### config.mk
export PLATFORM = sky130hd
export DESIGN_NAME = alert_and_live_status_bank
export DESIGN_NICKNAME = d
export VERILOG_FILES = /design/src/alert_live_pkg.sv /design/src/alert_and_live_status_bank.sv
export SDC_FILE = /design/constraint.sdc
export NUM_CORES = 1
export LEC_CHECK = 0
export BUFFER_PORTS_ARGS = -buffer_cell sky130_fd_sc_hd__buf_2
export CAP_MARGIN = 20
export CELL_PAD_IN_SITES_DETAIL_PLACEMENT = 1
export CELL_PAD_IN_SITES_GLOBAL_PLACEMENT = 1
export CORE_MARGIN = 5
export CORE_UTILIZATION = 21
export CTS_BUF_LIST = sky130_fd_sc_hd__clkbuf_8
export CTS_CLUSTER_SIZE = 25
export DETAILED_ROUTE_END_ITERATION = 16
export GPL_TIMING_DRIVEN = 0
export PLACE_DENSITY_LB_ADDON = 0.1
export SYNTH_ARGS = -nofsm -noshare
export SYNTH_HDL_FRONTEND = slang
export SYNTH_SLANG_ARGS = --single-unit
### constraint.sdc
create_clock -name clock -period 1.55 [get_ports clock]
set_clock_uncertainty 0.15 [all_clocks]
set_input_delay 0.155 -clock clock [delete_from_list [all_inputs] [get_ports clock]]
set_output_delay 0.155 -clock clock [all_outputs]
set_load 0.02 [all_outputs]
### src/alert_live_pkg.sv
// Constants and carrier types for the alert and live status bank.
// Assumes the serial interface decoder delivers one-cycle register requests.
package alert_live_pkg;

    // ****************************************************
    // Register offsets
    // ****************************************************
    localparam logic [7:0] ALERT_SUMMARY_ADDR = 8'h3F;
    localparam logic [7:0] LIVE_STATUS_ADDR = 8'h40;
    localparam logic [7:0] CONV_CTRL_ADDR = 8'h23;
    // Result window: per-channel, diagnostic and latest-result words
    localparam logic [7:0] RESULT_FIRST_ADDR = 8'h41;
    localparam logic [7:0] RESULT_LAST_ADDR = 8'h4E;

    // ****************************************************
    // Field positions and reset values
    // ****************************************************
    localparam int RESET_FLAG_BIT = 0;
    localparam int SUPPLY_SUMMARY_BIT = 2;
    localparam int OTHER_SUMMARY_LSB = 3;
    localparam int RUN_SEL_LSB = 8;
    localparam int RUN_SEL_W = 2;
    localparam logic [1:0] RUN_ONE_SHOT = 2'h1;
    localparam logic [1:0] RUN_FREE = 2'h2;
    localparam logic [15:0] LIVE_RESET = 16'h0000;
    localparam logic RESET_FLAG_RESET = 1'b1;
    localparam logic BUSY_RESET = 1'b1;
    localparam int NUM_CH = 4;
    localparam int NUM_SUPPLY = 8;

    // ****************************************************
    // Carriers
    // ****************************************************
    typedef struct packed {
        logic rd;
        logic wr;
        logic [7:0] addr;
        logic [15:0] wdata;
    } reg_req_t;

    typedef struct packed {
        logic valid;
        logic [15:0] rdata;
    } reg_rsp_t;

    typedef struct packed {
        logic [NUM_CH-1:0] analog_port_short;
        logic [NUM_CH-1:0] analog_port_open;
        logic [NUM_CH-1:0] dig_output_short;
        logic [NUM_CH-1:0] fet_initial_phase;
        logic [NUM_CH-1:0] dig_input_short;
        logic [NUM_CH-1:0] dig_input_open;
        logic over_temp;
    } chan_cond_t;

    typedef struct packed {
        logic [NUM_SUPPLY-1:0] raw;
        logic [NUM_SUPPLY-1:0] flag;
        logic [NUM_SUPPLY-1:0] mask;
    } supply_cond_t;

    typedef struct packed {
        logic conv_done;
        logic seq_done;
        logic busy;
        logic powerup_done;
        logic ready_per_conv;
        logic [7:0] seq_last_addr;
    } adc_cond_t;

endpackage : alert_live_pkg

### src/alert_and_live_status_bank.sv
// Alert summary tail, post-reset flag, alert pin and live status register.
// Assumes all condition inputs are synchronous to clock and that register
// requests are one-cycle strobes from the serial interface decoder.
//
// What this block does
// [RULE1] Supply summary set by unmasked supply flag
// [RULE2] Post-reset flag reads one after reset
// [RULE3] Alert active after reset until cleared
// [RULE4] Write one clears flag, zero keeps
// [RULE5] Post-reset flag has no mask
// [RULE6] Live register read-only, shows present state
// [RULE7] Bits 15..12: analog short or open
// [RULE8] Bits 11..8: output short, not initial
// [RULE9] Bits 7..4: input short or open
// [RULE10] Bit 3 follows over-temperature monitor
// [RULE11] Per-sequence ready, cleared by last read
// [RULE12] Per-conversion ready, cleared by result read
// [RULE13] One-shot or free-running run selection write clears data ready
// [RULE14] Busy reads one straight after reset
// [RULE15] Bit 0 is OR of raw supply
// [RULE16] Latched bit stays while cause persists
// [RULE17] Alert active when any summary bit set
// [RULE18] Conditions arrive as synchronous inputs
module alert_and_live_status_bank #(
    parameter int NUM_CH = alert_live_pkg::NUM_CH,
    parameter int NUM_SUPPLY = alert_live_pkg::NUM_SUPPLY
) (
    input wire logic clock,
    input wire logic sys_rst,
    input wire alert_live_pkg::reg_req_t reg_req,
    output alert_live_pkg::reg_rsp_t reg_rsp,
    input wire alert_live_pkg::chan_cond_t chan_cond,
    input wire alert_live_pkg::supply_cond_t supply_cond,
    input wire alert_live_pkg::adc_cond_t adc_cond,
    input wire logic [12:0] other_summary,
    output logic alert_n
);

    // ****************************************************
    // Elaboration checks
    // ****************************************************
    // Packed carriers fix the channel and supply counts
    if (NUM_CH != alert_live_pkg::NUM_CH) begin : g_bad_ch
        $error("channel count must match the carrier");
    end
    if (NUM_SUPPLY != alert_live_pkg::NUM_SUPPLY) begin : g_bad_sup
        $error("supply count must match the carrier");
    end

    // ****************************************************
    // Decode helpers
    // ****************************************************
    // Any per-channel, diagnostic or latest-result word
    function automatic logic is_result(input logic [7:0] a);
        is_result = (a >= alert_live_pkg::RESULT_FIRST_ADDR) &&
                    (a <= alert_live_pkg::RESULT_LAST_ADDR);
    endfunction : is_result

    function automatic logic hit(input alert_live_pkg::reg_req_t r,
                                 input logic [7:0] a);
        hit = r.addr == a;
    endfunction : hit

    // ****************************************************
    // Live conditions
    // ****************************************************
    logic [15:0] live_word;
    logic supply_summary;
    logic [NUM_CH-1:0] analog_live;
    logic [NUM_CH-1:0] dout_live;
    logic [NUM_CH-1:0] din_live;

    // Per-channel OR and gating terms; inputs are already synchronous
    for (genvar ch = 0; ch < NUM_CH; ch++) begin : g_chan
        assign analog_live[ch] = chan_cond.analog_port_short[ch] |
                                 chan_cond.analog_port_open[ch]; // [RULE7]
        // Detector output is ignored during the initial FET phase
        assign dout_live[ch] = chan_cond.dig_output_short[ch] &
                               ~chan_cond.fet_initial_phase[ch]; // [RULE8]
        assign din_live[ch] = chan_cond.dig_input_short[ch] |
                              chan_cond.dig_input_open[ch]; // [RULE9]
    end

    // Summary tracks present flags, so it holds while a cause persists
    assign supply_summary = |(supply_cond.flag & ~supply_cond.mask); // [RULE1] [RULE16]

    // ****************************************************
    // Converter status state
    // ****************************************************
    logic data_rdy_ff;
    logic nxt_data_rdy;
    logic powerup_ff;
    logic nxt_powerup;
    logic rdy_set;
    logic rdy_clr;
    logic run_sel_write;

    // Ready set and clear sources; a set in the clear cycle wins
    always_comb begin
        run_sel_write = 1'b0;
        if (reg_req.wr && hit(reg_req, alert_live_pkg::CONV_CTRL_ADDR)) begin
            run_sel_write = (reg_req.wdata[alert_live_pkg::RUN_SEL_LSB +:
                                alert_live_pkg::RUN_SEL_W] ==
                                alert_live_pkg::RUN_ONE_SHOT) ||
                            (reg_req.wdata[alert_live_pkg::RUN_SEL_LSB +:
                                alert_live_pkg::RUN_SEL_W] ==
                                alert_live_pkg::RUN_FREE); // [RULE13]
        end
        if (adc_cond.ready_per_conv) begin
            rdy_set = adc_cond.conv_done; // [RULE12]
            rdy_clr = reg_req.rd && is_result(reg_req.addr); // [RULE12]
        end else begin
            rdy_set = adc_cond.seq_done; // [RULE11]
            rdy_clr = reg_req.rd &&
                      hit(reg_req, adc_cond.seq_last_addr); // [RULE11]
        end
        rdy_clr = rdy_clr || run_sel_write;
        nxt_data_rdy = rdy_set || (data_rdy_ff && !rdy_clr);
        // Power-up phase holds busy until the converter reports ready
        nxt_powerup = powerup_ff && !adc_cond.powerup_done; // [RULE14]
    end

    // Converter status registers
    always_ff @(posedge clock) begin
        if (sys_rst) begin
            data_rdy_ff <= 1'b0;
            powerup_ff <= alert_live_pkg::BUSY_RESET; // [RULE14]
        end else begin
            data_rdy_ff <= nxt_data_rdy;
            powerup_ff <= nxt_powerup;
        end
    end

    // Live word wires present conditions with the ready and power-up registers
    assign live_word = {analog_live,
                        dout_live,
                        din_live,
                        chan_cond.over_temp, // [RULE10]
                        data_rdy_ff,
                        powerup_ff | adc_cond.busy, // [RULE14]
                        |supply_cond.raw}; // [RULE15] [RULE18]

    // ****************************************************
    // Post-reset flag and alert pin
    // ****************************************************
    logic reset_flag_ff;
    logic nxt_reset_flag;
    logic alert_n_ff;
    logic nxt_alert_n;
    logic [15:0] summary_word;

    // Only a one in the flag position clears; a zero leaves it alone
    always_comb begin
        nxt_reset_flag = reset_flag_ff;
        if (reg_req.wr &&
            hit(reg_req, alert_live_pkg::ALERT_SUMMARY_ADDR) &&
            reg_req.wdata[alert_live_pkg::RESET_FLAG_BIT]) begin
            nxt_reset_flag = 1'b0; // [RULE4]
        end
    end

    // Reserved bit 1 reads zero
    assign summary_word = {other_summary,
                           supply_summary,
                           1'b0,
                           reset_flag_ff};

    // No mask term on the flag, so it always drives the pin
    always_comb begin
        nxt_alert_n = ~(|summary_word); // [RULE5] [RULE17] [RULE3]
    end

    // Flag set by any reset; pin asserted from the reset itself
    always_ff @(posedge clock) begin
        if (sys_rst) begin
            reset_flag_ff <= alert_live_pkg::RESET_FLAG_RESET; // [RULE2]
            alert_n_ff <= 1'b0; // [RULE3]
        end else begin
            reset_flag_ff <= nxt_reset_flag;
            alert_n_ff <= nxt_alert_n;
        end
    end

    assign alert_n = alert_n_ff;

    // ****************************************************
    // Register read port
    // ****************************************************
    alert_live_pkg::reg_rsp_t rsp_ff;
    alert_live_pkg::reg_rsp_t nxt_rsp;

    // Unmapped addresses answer zero; writes to live word are dropped
    always_comb begin
        nxt_rsp.valid = reg_req.rd;
        nxt_rsp.rdata = 16'h0000;
        if (reg_req.rd) begin
            if (hit(reg_req, alert_live_pkg::LIVE_STATUS_ADDR)) begin
                nxt_rsp.rdata = live_word; // [RULE6]
            end else if (hit(reg_req,
                             alert_live_pkg::ALERT_SUMMARY_ADDR)) begin
                nxt_rsp.rdata = summary_word;
            end
        end
    end

    // Read answer one cycle after the strobe
    always_ff @(posedge clock) begin
        if (sys_rst) begin
            rsp_ff <= '0;
        end else begin
            rsp_ff <= nxt_rsp;
        end
    end

    assign reg_rsp = rsp_ff;

endmodule : alert_and_live_status_bank

==> results by group <==
Status
  • Status: finished, violations left
  • Violated checks: negative hold slack

Placed design
  • Count of input and output buffers: 107
  • Cell count after placement: 292
  • Hpwl dp: 3410 um
  • Placer Congestion: 0.681

Yosys
  • Avg Inst Size Synth: 8.67 um2
  • Synth Warn #: 0
  • Yosys cell types: 37
  • Top-area cell type share of the netlist area: 41.1%
  • Sequential area share after synthesis: 41.1%
  • Syn nets: 221
  • Count of state elements after synthesis: 21
  • Cell count after synthesis: 118
  • Mapped cell area: 0.00102 mm2
  • Post-synth top area cell: dfxtp_1
  • Synth top area cells: dfxtp_1, inv_1, nor2_1, xor2_1, nor4_1

Hold path
  • Hold_sp: chan_cond[17]
  • Worst Hold End: reg_rsp[12]
  • Hold Path Stages: 3
  • Min-delay worst type: primary input to flop

Timing
  • Max frequency: 0.661 GHz
  • Worst Tran Pin Value: 0.395 ns
  • Final Max Slew Viols: 0
  • Fin crit period: 1.51 ns
  • Normalized max-slew margin: 73.4%
  • Final setup vio count: 0
  • Hold Violations, Final: 1
  • RSZ-0062 raised after global routing: no
  • Hold slack: -0.0109 ns
  • Final period util: 97.6%

Routing
  • # DRC: 0
  • Vias/cell: 4.33
  • Via total after detailed routing: 1,377
  • DRT iter0 DRCs: 42
  • Routed Antenna Nets: 0
  • Total Routed Length: 4350 um
  • Wirelength per Cell: 13.7 um
  • Drt first pass iters: 4

Floorplanning
  • Die X-Extent: 79.8 um
  • Die height: 79.8 um
  • Starting density of the core: 21.7%
  • Num rows: 25
  • Core ar.: 0.00472 mm2
  • IO Count: 121
  • Die ar.: 0.00637 mm2

Power and ir drop
  • Sw frac: 23.8%
  • Power Density: 603 mW/mm2
  • Sw Pwr: 0.000274 W
  • Worst vdd ir: 0.000320 V
  • Pint: 0.000876 W
  • Combinational power share: 21.4%
  • Reg power frac: 47.6%
  • Static leakage: 0.983 nW
  • Clock power share: 31.1%

GRT
  • Initial antenna violation count: 0
  • GRT busiest layer: met2
  • Tot GR Track Use: 13.2%
  • Total gr overflow: 0
  • Met2 usage: 25.3%
  • GR Layer Usage met1: 14.3%
  • Met3 track demand over resource: 3.72%
  • First-pass GRT wire length: 6590 um
  • Vias in the first global route: 1,472
  • Largest net degree at the start of global routing: 13

Run
  • Total of max-cap violations: 0

Finish
  • Layout Cells excl Fill: 318
  • Most frequent cells in the layout: buf_2, dlygate4sd3_1, dfxtp_1, inv_1, nor2_1
  • Commonest non-fill, non-tap cell in the layout: buf_2
  • Ant diodes: 0
  • # fillers: 596
  • Nets: 355
  • Area Overhead vs Synth: 86.6%
  • Layout cells sized above 1: 47.4%

Critical path
  • CP arrival: 1.52 ns
  • Data required, critical path: 1.56 ns
  • Critical R2R Capture: alert_n
  • Worst setup path category: primary input to flop
  • Crit-path max FO: 1
  • CP Launch Type: primary input
  • R2R Path Start: reset_flag_ff
  • Flop-to-flop setup slack: 0.46 ns
  • Worst-case reg-to-reg path depth: 3
  • Critical Path Sink Type: flop

Clocking
  • CTS resizes: 0
  • CTS sink cnt: 21
  • Worst skew pair latency: 0.26 ns
  • Clock Pin Slew Worst Setup and Hold Paths: 0.08 ns
  • CTS tree: done
  • CTS buffer count: 3
  • Clock root cell: clkbuf_8
  • CTS HTree Levels: 1
  • Max Buffers Root-to-Sink: 2
  • Post-CTS Repair Setup Buffers: 0
-- synth_stat cells --
library cell	count
clkbuf_2	1
nand2b_1	1
and2_0	1
o31ai_1	1
or4_1	1
inv_1	14
a21o_1	2
xnor2_1	3
nand2_2	1
nor4_1	7
buf_6	1
nand3_1	1
buf_2	2
o2bb2ai_1	5
a22oi_1	1
a41o_1	1
nor2_1	14
nand2_1	4
and3_1	2
dfxtp_1	21
and4_1	1
o41ai_1	1
xor2_1	6
o22ai_1	4
and2_4	1
mux2i_1	1
or4b_4	1
a21oi_1	3
a32oi_1	4
nor3b_1	1
nor2b_1	1
a221oi_1	1
a22o_1	2
o21ai_0	3
nor2b_2	1
nor3_1	1
nand4_1	2
-- metrics by stage --
stage               utilization [%]  setup WS, ns  total power [W]  cell area (um2)  TNS (ns)
floorplan                         -         0.138         0.000621             1020         0
global placement               34.8        -0.167         0.000760             1640     -1.17
detailed placement             34.8        -0.165         0.000763             1640     -1.11
CTS                            40.6        0.0764          0.00117             1920         0
global route                   40.4        0.0205          0.00123             1910         0
finish                         40.4        0.0377          0.00115             1910         0
-- worst max-delay path by stage --
stage	slack, ns	end	depth (start not counted)	from
6_report	0.04	reg_rsp[6]	5	chan_cond[3]
5_1_grt	0.02	reg_rsp[3]	7	reg_req[22]
4_1_cts	0.08	reg_rsp[6]	5	chan_cond[3]
3_5_place_dp	-0.16	reg_rsp[3]	7	reg_req[18]
3_3_place_gp	-0.17	reg_rsp[7]	7	reg_req[22]
2_1_floorplan	0.14	reg_rsp[3]	6	reg_req[18]
-- per-layer routing --
| metal | wire, um | vias to the layer above |
|---|---|---|
| met5 | 0 | - |
| met4 | 33 | 0 |
| met3 | 320 | 2 |
| met2 | 2310 | 60 |
| met1 | 1690 | 623 |
| li1 | - | 692 |
-- state kept, by name, indices dropped and copies added (netlist names) --
signal	cells
data_rdy_ff	1
reg_rsp	17
alert_n	1
reset_flag_ff	1
powerup_ff	1
-- cell families (layout without fill, tap and decap cells) --
logic type / Yosys count / in the layout / share of synthesized area [%]
muxes: 1 / 1 / 0.978
xor gates and xnor gates: 9 / 9 / 7.70
and+or+nand+nor: 41 / 41 / 22.1
buffers and inverters: 18 / 151 / 7.70
DFF: 21 / 21 / 41.1
AOI/OAI and AO/OA: 28 / 28 / 20.4
-- critical path: stages --
cell and delay [ns]:
dlygate4sd3_1 0.54, buf_2 0.13, nor2_1 0.09, dlygate4sd3_1 0.55, o2bb2ai_1 0.05
-- area by class of cell --
type	count	area (um2)	share of cell area (%)
tap	67	83.8	4.39
multi-input combinational	79	524	27.5
buffer	4	26.3	1.38
sequential	21	420	22.0
timing repair buffer	129	756	39.6
clock inverter	1	5.00	0.262
clock buffer	3	41.3	2.16
inverter	14	52.6	2.75
-- power groups by stage --
stage	Clock (W)	Sequential (W)	Combinational (W)
finish	0.000357	0.000547	0.000246
global placement	0	0.000560	0.000200
detailed placement	0	0.000560	0.000203
floorplan	0	0.000562	0.0000587
global route	0.000406	0.000549	0.000273
CTS	0.000374	0.000547	0.000249
-- what timing repair did --
item,4_1_cts,5_1_grt
endpoints found under the hold margin,13,0
endpoints found under the setup margin,0,1
hold buffers,23,0
Power figures use the tool's default switching activity.
